--- config.mk ---
export PLATFORM = sky130hd
export DESIGN_NAME = pasc_shutdown
export DESIGN_NICKNAME = d
export VERILOG_FILES = /design/src/pasc_pkg.sv /design/src/pasc_src_if.sv /design/src/pasc_shutdown.sv /design/src/pasc_src_eval.sv
export SDC_FILE = /design/constraint.sdc
export NUM_CORES = 1
export LEC_CHECK = 0
export BUFFER_PORTS_ARGS = -buffer_cell sky130_fd_sc_hd__buf_2
export CAP_MARGIN = 10
export CORE_ASPECT_RATIO = 2
export CORE_MARGIN = 2
export CORE_UTILIZATION = 45
export DETAILED_ROUTE_END_ITERATION = 8
export PLACE_DENSITY = 0.76
export SYNTH_ARGS = -nofsm -noshare
export SYNTH_HDL_FRONTEND = slang
export SYNTH_SLANG_ARGS = --single-unit
--- constraint.sdc ---
create_clock -name clock -period 2.8 [get_ports clock]
set_input_delay 0.42 -clock clock [delete_from_list [all_inputs] [get_ports clock]]
set_output_delay 0.42 -clock clock [all_outputs]
set_load 0.005 [all_outputs]
--- src/pasc_pkg.sv ---
// Constants for the PWM auto-shutdown control block.
// Assumes one 200 MHz clock and a simple strobed register port.
//
// Functional notes
// - In shutdown A and C pins: 1x tri-state, 01 high, 00 low.
// - In shutdown B and D pins: 1x tri-state, 01 high, 00 low.
// - Shutdown source is judged as a level, never as an edge.
// - Outputs and status stay in shutdown while the source level remains.
// - Software writes to the status bit are ignored while the source persists.
// - Once source is gone, software clear or automatic restart resumes the PWM.
// - After shutdown the waveform resumes only at the next period start.
package pasc_pkg;

    ////////////////////////////////////////////////////////////////////////////
    // Register byte addresses
    localparam logic [7:0] ADDR_CTRL    = 8'h00;
    localparam logic [7:0] ADDR_RESTART = 8'h04;
    localparam logic [7:0] ADDR_IRQ_ST  = 8'h08;
    localparam logic [7:0] ADDR_IRQ_CLR = 8'h0c;
    localparam logic [7:0] ADDR_IRQ_EN  = 8'h10;
    localparam logic [7:0] ADDR_LIVE    = 8'h14;

    ////////////////////////////////////////////////////////////////////////////
    // Control and restart register field positions
    localparam int CTRL_STATUS_BIT = 7;
    localparam int CTRL_SEL_LSB    = 4;
    localparam int CTRL_AC_LSB     = 2;
    localparam int CTRL_BD_LSB     = 0;
    localparam int RESTART_AUTO_BIT = 0;

    // Interrupt status bits
    localparam int IRQ_ENTER_BIT  = 0;
    localparam int IRQ_RESUME_BIT = 1;
    localparam int IRQ_W          = 2;

    ////////////////////////////////////////////////////////////////////////////
    // Reset values
    localparam logic [2:0] SEL_RESET     = 3'h0;
    localparam logic [1:0] SAFE_RESET    = 2'h0;
    localparam logic       AUTO_RESET    = 1'b0;
    localparam logic [1:0] IRQ_EN_RESET  = 2'h0;

    ////////////////////////////////////////////////////////////////////////////
    // Source select codes
    typedef enum logic [2:0] {
        SRC_OFF      = 3'b000,
        SRC_FAULT    = 3'b001,
        SRC_CMP1     = 3'b010,
        SRC_CMP_ANY  = 3'b011,
        SRC_FLT_CMP1 = 3'b100,
        SRC_FLT_CMP2 = 3'b101,
        SRC_ALL_A    = 3'b110,
        SRC_ALL_B    = 3'b111
    } pasc_src_e;

    // Safe-state codes for one pin pair
    localparam logic [1:0] SAFE_LOW  = 2'b00;
    localparam logic [1:0] SAFE_HIGH = 2'b01;

endpackage

--- src/pasc_src_if.sv ---
// Interface joining the control block to its shutdown source evaluator.
// Assumes all members are on the block clock, already synchronised.
`timescale 1ns/10ps
`default_nettype none
interface pasc_src_if;
    logic [2:0] sel;        // Source select code
    logic       fault_n;    // Synchronised fault pin, low is fault
    logic       cmp1;       // Synchronised comparator one
    logic       cmp2;       // Synchronised comparator two
    logic       active;     // Selected source is present

    modport ctrl (output sel, output fault_n, output cmp1, output cmp2, input active);
    modport eval (input sel, input fault_n, input cmp1, input cmp2, output active);
endinterface
`default_nettype wire

--- src/pasc_shutdown.sv ---
// PWM auto-shutdown control: forces four PWM pins to safe states on a fault.
// Assumes PWM levels and the period start pulse come from logic on this clock;
// fault pin and comparator outputs are asynchronous.
`timescale 1ns/10ps
`default_nettype none
module pasc_shutdown
    import pasc_pkg::*;
(
    // Clock and reset
    input  wire logic        clock,
    input  wire logic        reset,
    // Register port
    input  wire logic [7:0]  reg_addr,
    input  wire logic [15:0] reg_wdata,
    input  wire logic        reg_write,
    input  wire logic        reg_read,
    output logic      [15:0] reg_rdata,
    // PWM generator side
    input  wire logic        pwm_in_a,
    input  wire logic        pwm_in_b,
    input  wire logic        pwm_in_c,
    input  wire logic        pwm_in_d,
    input  wire logic        period_start,
    // Shutdown sources
    input  wire logic        fault_input_pin_n,
    input  wire logic        comparator_one_output,
    input  wire logic        comparator_two_output,
    // Pins toward the power stage
    output logic             pwm_out_a,
    output logic             pwm_out_a_oe,
    output logic             pwm_out_b,
    output logic             pwm_out_b_oe,
    output logic             pwm_out_c,
    output logic             pwm_out_c_oe,
    output logic             pwm_out_d,
    output logic             pwm_out_d_oe,
    // Interrupt
    output logic             irq
);

    ////////////////////////////////////////////////////////////////////////////
    // Declarations
    logic [2:0]       sync1_q;
    logic [2:0]       sync2_q;
    logic [2:0]       sel_q,      sel_d;
    logic [1:0]       ac_safe_q,  ac_safe_d;
    logic [1:0]       bd_safe_q,  bd_safe_d;
    logic             status_q,   status_d;
    logic             auto_q,     auto_d;
    logic             hold_q,     hold_d;
    logic [IRQ_W-1:0] irq_st_q,   irq_st_d;
    logic [IRQ_W-1:0] irq_en_q,   irq_en_d;
    logic [15:0]      rdata_q,    rdata_d;
    logic [3:0]       pin_q,      pin_d;
    logic [3:0]       oe_q,       oe_d;
    logic             irq_q,      irq_d;

    pasc_src_if src ();

    ////////////////////////////////////////////////////////////////////////////
    // Two-stage synchronisers for the asynchronous sources
    always_ff @(posedge clock) begin
        if (reset) begin
            sync1_q <= 3'h1;
            sync2_q <= 3'h1;
        end else begin
            sync1_q <= {comparator_two_output, comparator_one_output, fault_input_pin_n};
            sync2_q <= sync1_q;
        end
    end

    ////////////////////////////////////////////////////////////////////////////
    // Source evaluation
    assign src.sel     = sel_q;
    assign src.fault_n = sync2_q[0];
    assign src.cmp1    = sync2_q[1];
    assign src.cmp2    = sync2_q[2];

    pasc_src_eval u_eval (
        .src (src.eval)
    );

    wire src_active = src.active;

    ////////////////////////////////////////////////////////////////////////////
    // Address decode
    wire wr_ctrl    = reg_write && (reg_addr == ADDR_CTRL);
    wire wr_restart = reg_write && (reg_addr == ADDR_RESTART);
    wire wr_irq_clr = reg_write && (reg_addr == ADDR_IRQ_CLR);
    wire wr_irq_en  = reg_write && (reg_addr == ADDR_IRQ_EN);

    ////////////////////////////////////////////////////////////////////////////
    // Configuration fields
    assign sel_d     = wr_ctrl ? reg_wdata[CTRL_SEL_LSB +: 3] : sel_q;
    assign ac_safe_d = wr_ctrl ? reg_wdata[CTRL_AC_LSB +: 2]  : ac_safe_q;
    assign bd_safe_d = wr_ctrl ? reg_wdata[CTRL_BD_LSB +: 2]  : bd_safe_q;
    assign auto_d    = wr_restart ? reg_wdata[RESTART_AUTO_BIT] : auto_q;
    assign irq_en_d  = wr_irq_en ? reg_wdata[IRQ_W-1:0] : irq_en_q;

    ////////////////////////////////////////////////////////////////////////////
    // Shutdown status bit
    // Source level always wins; writes take effect only once it is gone.
    wire sw_status_wr = wr_ctrl && !src_active;
    wire auto_clear   = auto_q && !src_active;
    assign status_d = src_active              ? 1'b1 :
                      sw_status_wr            ? reg_wdata[CTRL_STATUS_BIT] :
                      auto_clear              ? 1'b0 :
                      status_q;

    ////////////////////////////////////////////////////////////////////////////
    // Output hold: enters with status, leaves only at a period start
    assign hold_d = status_q                ? 1'b1 :
                    (hold_q && period_start) ? 1'b0 :
                    hold_q;

    ////////////////////////////////////////////////////////////////////////////
    // Safe-state decode for one pin pair
    function automatic logic safe_level(input logic [1:0] code);
        safe_level = (code == SAFE_HIGH);
    endfunction

    function automatic logic safe_drive(input logic [1:0] code);
        safe_drive = (code == SAFE_LOW) || (code == SAFE_HIGH);
    endfunction

    // Pin values and enables: live PWM or safe state
    wire ac_lvl = safe_level(ac_safe_q);
    wire ac_drv = safe_drive(ac_safe_q);
    wire bd_lvl = safe_level(bd_safe_q);
    wire bd_drv = safe_drive(bd_safe_q);
    assign pin_d = hold_d ? {bd_lvl, ac_lvl, bd_lvl, ac_lvl}
                          : {pwm_in_d, pwm_in_c, pwm_in_b, pwm_in_a};
    assign oe_d  = hold_d ? {bd_drv, ac_drv, bd_drv, ac_drv}
                          : 4'hf;

    ////////////////////////////////////////////////////////////////////////////
    // Interrupt events: shutdown entered, waveform resumed
    wire ev_enter  = status_d && !status_q;
    wire ev_resume = hold_q && !hold_d;
    wire [IRQ_W-1:0] irq_set = {ev_resume, ev_enter};
    wire [IRQ_W-1:0] irq_clr = wr_irq_clr ? reg_wdata[IRQ_W-1:0] : {IRQ_W{1'b0}};

    // Set wins over clear
    assign irq_st_d = irq_set | (irq_st_q & ~irq_clr);
    assign irq_d    = |(irq_st_d & irq_en_d);

    ////////////////////////////////////////////////////////////////////////////
    // Read mux
    wire [15:0] ctrl_word = {8'h00, status_q, sel_q, ac_safe_q, bd_safe_q};
    wire [15:0] rd_mux =
        (reg_addr == ADDR_CTRL)    ? ctrl_word :
        (reg_addr == ADDR_RESTART) ? {15'h0000, auto_q} :
        (reg_addr == ADDR_IRQ_ST)  ? {14'h0000, irq_st_q} :
        (reg_addr == ADDR_IRQ_EN)  ? {14'h0000, irq_en_q} :
        (reg_addr == ADDR_LIVE)    ? {14'h0000, hold_q, src_active} :
                                     16'h0000;
    assign rdata_d = reg_read ? rd_mux : 16'h0000;

    ////////////////////////////////////////////////////////////////////////////
    // Configuration registers
    always_ff @(posedge clock) begin
        if (reset) begin
            sel_q     <= SEL_RESET;
            ac_safe_q <= SAFE_RESET;
            bd_safe_q <= SAFE_RESET;
            auto_q    <= AUTO_RESET;
            irq_en_q  <= IRQ_EN_RESET;
        end else begin
            sel_q     <= sel_d;
            ac_safe_q <= ac_safe_d;
            bd_safe_q <= bd_safe_d;
            auto_q    <= auto_d;
            irq_en_q  <= irq_en_d;
        end
    end

    // Shutdown state
    always_ff @(posedge clock) begin
        if (reset) begin
            status_q <= 1'b0;
            hold_q   <= 1'b0;
        end else begin
            status_q <= status_d;
            hold_q   <= hold_d;
        end
    end

    // Pin drivers
    always_ff @(posedge clock) begin
        if (reset) begin
            pin_q <= 4'h0;
            oe_q  <= 4'h0;
        end else begin
            pin_q <= pin_d;
            oe_q  <= oe_d;
        end
    end

    // Interrupt and read data
    always_ff @(posedge clock) begin
        if (reset) begin
            irq_st_q <= {IRQ_W{1'b0}};
            irq_q    <= 1'b0;
            rdata_q  <= 16'h0000;
        end else begin
            irq_st_q <= irq_st_d;
            irq_q    <= irq_d;
            rdata_q  <= rdata_d;
        end
    end

    ////////////////////////////////////////////////////////////////////////////
    // Output assignments
    assign pwm_out_a    = pin_q[0];
    assign pwm_out_b    = pin_q[1];
    assign pwm_out_c    = pin_q[2];
    assign pwm_out_d    = pin_q[3];
    assign pwm_out_a_oe = oe_q[0];
    assign pwm_out_b_oe = oe_q[1];
    assign pwm_out_c_oe = oe_q[2];
    assign pwm_out_d_oe = oe_q[3];
    assign irq          = irq_q;
    assign reg_rdata    = rdata_q;

endmodule
`default_nettype wire

--- src/pasc_src_eval.sv ---
// Shutdown source evaluator: combines synchronised inputs per select code.
// Assumes inputs are already on the block clock.
`timescale 1ns/10ps
`default_nettype none
module pasc_src_eval
    import pasc_pkg::*;
(
    // Source signals
    pasc_src_if.eval src
);

    ////////////////////////////////////////////////////////////////////////////
    // Level decode of the selected source
    function automatic logic src_level(input logic [2:0] sel, input logic flt_n,
                                       input logic c1, input logic c2);
        case (pasc_src_e'(sel))
            SRC_OFF:      src_level = 1'b0;
            SRC_FAULT:    src_level = ~flt_n;
            SRC_CMP1:     src_level = c1;
            SRC_CMP_ANY:  src_level = c1 | c2;
            SRC_FLT_CMP1: src_level = ~flt_n | c1;
            SRC_FLT_CMP2: src_level = ~flt_n | c2;
            SRC_ALL_A:    src_level = ~flt_n | c1 | c2;
            SRC_ALL_B:    src_level = ~flt_n | c1 | c2;
            default:      src_level = 1'b0;
        endcase
    endfunction

    // Pure level, no edge memory
    assign src.active = src_level(src.sel, src.fault_n, src.cmp1, src.cmp2);

endmodule
`default_nettype wire

==> results of run 1 <==
## power by group through the flow
stage          registers, mW  clock network [mW]  logic (mW)
2_1_floorplan          0.521                   0      0.0421
3_3_place_gp           0.520                   0      0.0647
3_5_place_dp           0.520                   0      0.0652
4_1_cts                0.508               0.406      0.0658
5_1_grt                0.509               0.423      0.0734
6_report               0.509               0.395      0.0657
## metal layers
metal	vias to the layer above	track usage [%]	wire length [um]
li1	604	-	-
met1	542	15.5	993
met2	35	29.6	1630
met3	11	5.96	142
met4	0	10.2	123
met5	-	0	0
## through the flow
stage          hold WS, ps  power (mW)  setup WS (ps)  area (um2)  utilization [%]
3_5_place_dp           416       0.585            872        1650             52.4
3_3_place_gp           411       0.585            875        1650             52.4
2_1_floorplan          389       0.563           1110        1500                -
6_report               314       0.969           1160        1760             55.7
4_1_cts                304       0.980           1160        1760             55.7
5_1_grt                309        1.01           1060        1760             55.7
## cell usage in the layout (no fill, tap or decap), types with 2 or more instances in the layout
cell type,netlist,layout
or2_2,3,3
and2_1,6,6
nand3b_1,2,2
o21ai_0,4,4
o2111ai_1,2,2
nand2_1,19,19
nor4_4,2,2
nor3_1,3,3
nor2_1,9,9
clkbuf_8,0,7
nor2b_1,6,6
a21oi_1,16,16
conb_1,1,8
mux2i_1,5,5
nand4_1,3,3
buf_2,0,44
inv_1,8,8
dfxtp_1,35,35
## sequential cells by signal, indices dropped and copies added, names as in the netlist
signal	cells
sel_q	3
irq_st_q	2
ac_safe_q	2
bd_safe_q	2
irq_en_q	2
sync1_q	3
auto_q	1
oe_q	2
irq	1
status_q	1
hold_q	1
sync2_q	3
reg_rdata	8
pin_q	4
## area by class of cell
| cell class | count | area [um2] | share of cell area (%) |
|---|---|---|---|
| clock buffer | 7 | 96.3 | 5.48 |
| clock inverter | 1 | 7.51 | 0.427 |
| inverter | 8 | 30.0 | 1.71 |
| multi-input combinational | 106 | 664 | 37.8 |
| sequential | 35 | 701 | 39.9 |
| tap | 31 | 38.8 | 2.21 |
| timing repair buffer | 44 | 220 | 12.5 |
## worst max path at each step
stage / startpoint / endpoint
after floorplan: reg_addr[3] / irq
after global placement: reg_addr[7] / irq
after detailed placement: reg_addr[7] / irq
after CTS: reg_addr[7] / irq
after global routing: reg_addr[7] / irq
final: reg_addr[7] / irq
## critical path, delay by kind of cell
kind	cells	cell delay (ps)
buffers and inverters	1	120
AND/OR/NAND/NOR	2	720
AO/OA/AOI/OAI	3	530
## cells by family after synthesis
kind of cell             synth area share (%)
adder cells (fa/ha/maj)                 0.679
flip-flops                               47.5
AO/OA/AOI/OAI                            14.3
multiplexers                             4.16
buffers and inverters                    9.17
AND/OR/NAND/NOR                          23.9
other                                   0.254
==> impl_metrics.env, run 1 <==
export IMPL_synth_yosys_seq_area_share_pct=47.5
export IMPL_holdCritStartpoint="fault_input_pin_n"
export IMPL_setup_viol=0
export IMPL_setup_tns_ps=0
export IMPL_clkPwrFrac_pct=40.7
export IMPL_slowest_stage="nor3_1"
export IMPL_drive_above_1_share_pct=31.8
export IMPL_grt_pass1_wl_mm=4.67
export IMPL_ys_ff_latch=35
export IMPL_start_util_pct=46.7
export IMPL_cts_tree="done"
export IMPL_cts_buffer_depth=2
export IMPL_final_nets=236
export IMPL_power_switching_uw=211
export IMPL_synthTopCellsByArea="dfxtp_1, buf_4, a21oi_1"
export IMPL_drc=0
export IMPL_drt_first_pass_iters=4
export IMPL_synthArstFlopShare_pct=0
export IMPL_p_per_area_nw_per_um2=551
export IMPL_instances_no_fill=232
export IMPL_num_io_pins=61
export IMPL_fmax_mhz=609
export IMPL_cts_sinks=35
export IMPL_num_rows=29
export IMPL_ys_flop_type="dfxtp_1"
export IMPL_overflow=0
export IMPL_place_inst=224
export IMPL_worst_ep_arrival_time_ps=1800
export IMPL_ys_types=38
export IMPL_cp_cell_sequence="buf_2 -> nor3_1 -> and4b_2 -> a41oi_1 -> a211oi_2 -> o32ai_2"
export IMPL_post_synth_top_area_fraction_pct=47.5
export IMPL_grt_max_degree=29
export IMPL_die_area_um2=3780
export IMPL_grt_usage_pct=16.9
export IMPL_grt_pass1_vias=1076
export IMPL_syn_avg_cell_area_um2=9.39
export IMPL_worst_setup_path_type="primary input to flip-flop"
export IMPL_fin_crit_sh_pct=58.6
export IMPL_startpoint_type="primary input"
export IMPL_syn_to_final_growth_pct=19.3
export IMPL_ant_nets=0
export IMPL_die_h_um=84.9
export IMPL_wl_per_cell_um=12.4
export IMPL_seqPwrFrac_pct=52.5
export IMPL_vias_per_cell=5.14
export IMPL_synth_top_cell_by_area="dfxtp_1"
export IMPL_holdPathStages=2
export IMPL_place_detailed_hpwl_mm=2.21
export IMPL_io_buffers=44
export IMPL_ys_warnings_count=0
export IMPL_antenna_found_initial=0
export IMPL_cts_max_level=2
export IMPL_ir_drop_mv=0.433
export IMPL_switching_share_pct=21.7
export IMPL_clockRootBuffer="clkbuf_8"
export IMPL_synth_common_cells="dfxtp_1, nand2_1, a21oi_1, buf_4, nor2_1"
export IMPL_max_stage_delay_ps=390
export IMPL_status="completed"
export IMPL_p_leak_nw=0.802
export IMPL_core_um2=3160
export IMPL_min_to="sync1_q[0]"
export IMPL_drv_slew=0
export IMPL_r2r_start="sel_q[0]"
export IMPL_combPwrFrac_pct=6.8
export IMPL_path_clk_slew_ps=70
export IMPL_worstPathRequired_ps=2960
export IMPL_ctsResizeCount=0
export IMPL_n_fill_cell=294
export IMPL_hold_class="primary input to flip-flop"
export IMPL_timing_final_crit_period_ps=1640
export IMPL_syn_instance_count=157
export IMPL_critPathCaptureType="flip-flop"
export IMPL_r2r_slack_ps=1280
export IMPL_vias=1192
export IMPL_antenna_cells=0
export IMPL_routed_wl_mm=2.88
export IMPL_rsz0062_at_grt="no"
export IMPL_place_congestion=0.878
export IMPL_drv_cap=0
export IMPL_insertion_delay_ps=280
export IMPL_rr_worst_depth=5
export IMPL_hold_viol_final=0
export IMPL_synth_edf_count=0
export IMPL_syn_area_um2=1470
export IMPL_die_x_um=44.5
export IMPL_first_iter_violations=18
export IMPL_cts_setup_buffers=0
export IMPL_clock_skew_ps=2.85
export IMPL_hold_buffers=0
export IMPL_p_int_uw=758
export IMPL_timing_rr_end="irq"
export IMPL_yosysMostFrequentCell="dfxtp_1"
export IMPL_crit_fanout=4
export IMPL_cts_buffers=5
Power figures use the tool's default switching activity.
==> inputs of run 2 (changes only) <==
--- a/config.mk
+++ b/config.mk
@@ -9,9 +9,9 @@
 export CAP_MARGIN = 10
 export CORE_ASPECT_RATIO = 2
 export CORE_MARGIN = 2
-export CORE_UTILIZATION = 45
+export CORE_UTILIZATION = 42
 export DETAILED_ROUTE_END_ITERATION = 8
-export PLACE_DENSITY = 0.76
+export PLACE_DENSITY = 0.74
 export SYNTH_ARGS = -nofsm -noshare
 export SYNTH_HDL_FRONTEND = slang
 export SYNTH_SLANG_ARGS = --single-unit
==> constraint.sdc (replaced) <==
create_clock -name clock -period 1.5 [get_ports clock]
set_input_delay 0.225 -clock clock [delete_from_list [all_inputs] [get_ports clock]]
set_output_delay 0.225 -clock clock [all_outputs]
set_load 0.005 [all_outputs]
==> run 2 against run 1 <==
Compared with the run above:
- design area rose by 6.1%
- sequential power rose by 86%
- clock-buffer cell count fell by 1
- die area rose by 6.6%
- flip-flop and latch count did not move
- clock skew rose by 0.57 ps
- sequential share of layout area fell by 2.0 points
- first-iteration DRC count rose by 17%
- global-route usage fell by 0.50 points
- critical path depth fell by 1
- critical path type is now flip-flop to flip-flop
==> impl_metrics.env, run 2 (synthesis gave the netlist of run 1 again) <==
export IMPL_status="completed"
export IMPL_grt_max_degree=28
export IMPL_n_fill_cell=307
export IMPL_drv_cap=0
export IMPL_die_x_um=45.9
export IMPL_rsz0062_at_grt="yes"
export IMPL_holdCritStartpoint="fault_input_pin_n"
export IMPL_clock_skew_ps=3.42
export IMPL_final_core_util_pct=55.2
export IMPL_cts_sinks=35
export IMPL_p_per_area_nw_per_um2=962
export IMPL_insertion_delay_ps=280
export IMPL_final_area_um2=1870
export IMPL_drt_first_pass_iters=4
export IMPL_place_congestion=0.852
export IMPL_startpoint_type="flip-flop"
export IMPL_timing_final_crit_period_ps=1480
export IMPL_die_area_um2=4030
export IMPL_antenna_cells=0
export IMPL_cts_buffers=5
export IMPL_grt_pass1_vias=1150
export IMPL_overflow=0
export IMPL_syn_to_final_growth_pct=26.6
export IMPL_setup_tns_ps=0
export IMPL_num_rows=30
export IMPL_drv_slew=0
export IMPL_wl_per_cell_um=12.6
export IMPL_vias=1248
export IMPL_largest_reg_flops=8
export IMPL_grt_pass1_wl_mm=4.78
export IMPL_r2r_slack_ps=20
export IMPL_grt_usage_pct=16.4
export IMPL_clockRootBuffer="clkbuf_8"
export IMPL_start_util_pct=43.6
export IMPL_setup_slack_ps=16.2
export IMPL_routed_wl_mm=3.08
export IMPL_critPathCaptureType="flip-flop"
export IMPL_hold_class="primary input to flip-flop"
export IMPL_place_detailed_hpwl_mm=2.33
export IMPL_r2r_start="sel_q[0]"
export IMPL_rr_worst_depth=5
export IMPL_num_io_pins=61
export IMPL_preCtsSetupSlack_ps=-38.3
export IMPL_cts_max_level=2
export IMPL_fmax_mhz=674
export IMPL_cts_buffer_depth=2
export IMPL_mostFrequentLayoutCells="buf_2, dfxtp_1, nand2_1"
export IMPL_path_clk_slew_ps=70
export IMPL_first_iter_violations=21
export IMPL_setup_viol=0
export IMPL_final_common_cell="buf_2"
export IMPL_fin_crit_sh_pct=98.9
export IMPL_worst_setup_path_type="flip-flop to flip-flop"
export IMPL_core_um2=3380
export IMPL_vias_per_cell=5.09
export IMPL_final_nets=248
export IMPL_drive_above_1_share_pct=38.5
export IMPL_cts_tree="done"
export IMPL_hold_buffers=0
export IMPL_worst_ep_arrival_time_ps=1650
export IMPL_die_h_um=87.8
export IMPL_ant_nets=0
export IMPL_dpl_cell_area_um2=1720
export IMPL_p_leak_nw=0.864
export IMPL_io_buffers=44
export IMPL_crit_fanout=4
export IMPL_min_to="sync1_q[0]"
export IMPL_worstPathRequired_ps=1660
export IMPL_ir_drop_mv=0.617
export IMPL_antenna_found_initial=0
export IMPL_holdPathStages=2
export IMPL_p_total_mw=1.79
export IMPL_drc=0
export IMPL_timing_rr_end="irq"
export IMPL_hold_viol_final=0
## run 2: worst max-delay path, cell delays in order (launching register included)
cell and delay [ps]:
dfxtp_4 360, maj3_2 310, nand2_2 60, o211ai_1 180
a211oi_2 340, o32ai_2 120
## run 2: stage by stage
stage	hold WS, ps	instances
floorplan	329	164
global placement	407	234
detailed placement	408	234
CTS	116	243
global route	116	245
finish	120	245
## run 2: timing repair
item,CTS,global route
gates resized for setup,2,7
setup buffers,1,2
pin swaps,1,5
endpoints found under the setup margin,2,4
## run 2: routing by layer
metal	up-vias	global-route usage, %	share of wire [%]
met5	-	0	0
met4	0	9.61	2.2
met3	6	3.92	5.4
met2	40	30.6	59
met1	573	14.6	33
li1	629	-	-
## run 2: worst max-delay path by stage
stage / startpoint / cells past startpoint / endpoint / slack [ps]
after global routing: sel_q[0] / 5 / irq / -40
after detailed placement: reg_addr[7] / 7 / irq / -40
after CTS: sel_q[2] / 5 / irq / 2
final: sel_q[0] / 5 / irq / 20
after global placement: reg_addr[7] / 7 / irq / -40
after floorplan: reg_addr[3] / 6 / irq / 0.7
## run 2: area by class of cell
class | instances | area, um2 | area share (%)
inverter | 8 | 30.0 | 1.61
tap | 32 | 40.0 | 2.15
clock buffer | 6 | 82.6 | 4.43
multi-input combinational | 106 | 676 | 36.2
clock inverter | 2 | 16.3 | 0.872
timing repair buffer | 56 | 314 | 16.8
sequential | 35 | 707 | 37.9
## run 2: report_power, final
part / leakage (nW) / switching (mW) / internal (mW)
registers: 0.287 / 0.00412 / 0.944
logic: 0.530 / 0.0725 / 0.0628
clock network: 0.0474 / 0.337 / 0.374
==> inputs of run 3 (changes only) <==
--- a/config.mk
+++ b/config.mk
@@ -12,6 +12,7 @@
 export CORE_UTILIZATION = 42
 export DETAILED_ROUTE_END_ITERATION = 8
 export PLACE_DENSITY = 0.74
+export SLEW_MARGIN = 5
 export SYNTH_ARGS = -nofsm -noshare
 export SYNTH_HDL_FRONTEND = slang
 export SYNTH_SLANG_ARGS = --single-unit
==> constraint.sdc (replaced) <==
create_clock -name clock -period 1.2 [get_ports clock]
set_input_delay 0.18 -clock clock [delete_from_list [all_inputs] [get_ports clock]]
set_output_delay 0.18 -clock clock [all_outputs]
set_load 0.01 [all_outputs]
==> run 3 against run 2 <==
Compared with the run above:
- the flow now finishes with violations (negative setup slack)
- non-clock buffer count up 8
- routed wire length increased by 6.6%
- via count is 6.3% higher
- core utilization is 2.5 points higher
- combinational power is 52% higher
- sequential share of layout area fell by 1.8 points
- design area increased by 4.6%
- final cell count grew 2.9%
- setup slack worse by 220 ps
- register-to-register slack worse by 220 ps
==> impl_metrics.env, run 3 (synthesis gave the netlist of run 1 again) <==
export IMPL_status="finished, violations left"
export IMPL_violations="negative setup slack"
export IMPL_cts_buffers=5
export IMPL_final_area_um2=1950
export IMPL_drv_slew=0
export IMPL_p_per_area_nw_per_um2=1220
export IMPL_path_clk_slew_ps=60
export IMPL_start_util_pct=43.6
export IMPL_core_um2=3380
export IMPL_fin_crit_sh_pct=117
export IMPL_io_buffers=44
export IMPL_grt_usage_pct=17.2
export IMPL_dpl_cell_area_um2=1820
export IMPL_r2r_slack_ps=-200
export IMPL_fmax_mhz=714
export IMPL_num_rows=30
export IMPL_startpoint_type="flip-flop"
export IMPL_final_common_cell="buf_2"
export IMPL_num_io_pins=61
export IMPL_rsz0062_at_grt="yes"
export IMPL_mostFrequentLayoutCells="buf_2, dfxtp_1, buf_4"
export IMPL_die_h_um=87.8
export IMPL_place_congestion=0.809
export IMPL_whs_ps=87.2
export IMPL_critPathTopFamily="compound AO/OA/AOI/OAI gates"
export IMPL_ant_nets=0
export IMPL_vias_per_cell=5.26
export IMPL_first_iter_violations=56
export IMPL_routed_wl_mm=3.29
export IMPL_drt_first_pass_iters=4
export IMPL_crit_buf_inv=0
export IMPL_drv_cap=0
export IMPL_setup_slack_ps=-200
export IMPL_place_detailed_hpwl_mm=2.61
export IMPL_hold_buffers=0
export IMPL_instances_no_fill=252
export IMPL_final_nets=256
export IMPL_dr_wl_met2_mm=1.91
export IMPL_worst_path_stages=5
export IMPL_p_total_mw=2.38
export IMPL_n_fill_cell=311
export IMPL_setup_viol=4
export IMPL_cts_sinks=35
export IMPL_drc=0
export IMPL_overflow=0
export IMPL_place_inst=244
export IMPL_slowest_stage="dfxtp_2"
export IMPL_timing_rr_end="irq"
export IMPL_clock_skew_ps=2.87
export IMPL_critPathCaptureType="flip-flop"
export IMPL_p_leak_nw=0.912
export IMPL_cts_tree="done"
export IMPL_cts_max_level=2
export IMPL_hold_viol_final=0
export IMPL_topRoutingLayerUsed="met4"
export IMPL_holdCritStartpoint="fault_input_pin_n"
export IMPL_holdPathStages=2
export IMPL_timing_final_crit_period_ps=1400
export IMPL_grt_max_degree=28
export IMPL_die_x_um=45.9
export IMPL_vias=1326
export IMPL_antenna_cells=0
export IMPL_hold_class="primary input to flip-flop"
export IMPL_rr_worst_depth=5
export IMPL_grt_pass1_vias=1227
export IMPL_grt_pass1_wl_mm=5.10
export IMPL_largest_reg_flops=8
export IMPL_wl_per_cell_um=13.0
export IMPL_worst_ep_arrival_time_ps=1560
export IMPL_crit_fanout=4
export IMPL_setup_tns_ps=-659
export IMPL_cp_cell_sequence="maj3_2 -> nand2_1 -> o211ai_1 -> a211oi_2 -> o32ai_2"
export IMPL_cts_buffer_depth=2
export IMPL_min_to="sync1_q[0]"
export IMPL_r2r_start="sel_q[2]"
export IMPL_insertion_delay_ps=280
export IMPL_syn_to_final_growth_pct=32.3
export IMPL_die_area_um2=4030
export IMPL_antenna_found_initial=0
export IMPL_max_stage_delay_ps=340
export IMPL_worstPathRequired_ps=1360
export IMPL_ir_drop_mv=0.954
export IMPL_wl_met3_um=186
export IMPL_clockRootBuffer="clkbuf_8"
export IMPL_worst_setup_path_type="flip-flop to flip-flop"
export IMPL_routedLengthMet1_mm=1.09
export IMPL_drive_above_1_share_pct=40.9
run 3: cell types whose count changed in the layout (fill, tap and decap cells not counted), sizes merged:
cell	before	now
clkinv	1	0
buf	56	64
clkinvlp	1	0
bufinv	0	1
run 3: worst max-delay path by stage:
stage / endpoint / slack [ps] / from
final: irq / -200 / sel_q[2]
after global routing: irq / -260 / sel_q[2]
after CTS: irq / -190 / sel_q[2]
after detailed placement: irq / -240 / reg_addr[7]
after global placement: irq / -200 / reg_addr[7]
after floorplan: irq / -190 / reg_addr[2]
run 3: routing by layer:
metal	GRT usage, %	up-vias
met5	0	-
met1	16.6	607
met2	31.2	62
met4	9.35	0
li1	-	645
met3	3.92	12
run 3: report_power, final:
part	internal [mW]	total (mW)	switching, mW
combinational	0.0926	0.205	0.112
clock	0.608	0.986	0.378
sequential	1.18	1.19	0.00512
total	1.88	2.38	0.495
run 3: stage by stage:
stage	setup WS (ps)	util, %
5_1_grt	-264	57.7
2_1_floorplan	-187	-
3_5_place_dp	-245	53.8
6_report	-200	57.7
4_1_cts	-190	57.0
3_3_place_gp	-202	53.8
run 3: layout make-up:
type	count	area, um2	share of cell area, %
Clock buffer	6	72.6	3.72
Clock inverter	1	30.0	1.54
Inverter	8	32.5	1.67
Multi-Input combinational cell	106	702	36.0
Sequential cell	35	703	36.0
Tap cell	32	40.0	2.05
Timing Repair Buffer	64	370	19.0
run 3: what timing repair did:
item	4_1_cts	5_1_grt
buffers inserted	0	1
setup endpoints to repair	4	4
cloned	0	0
pin swaps	3	4
gates resized for setup	2	3
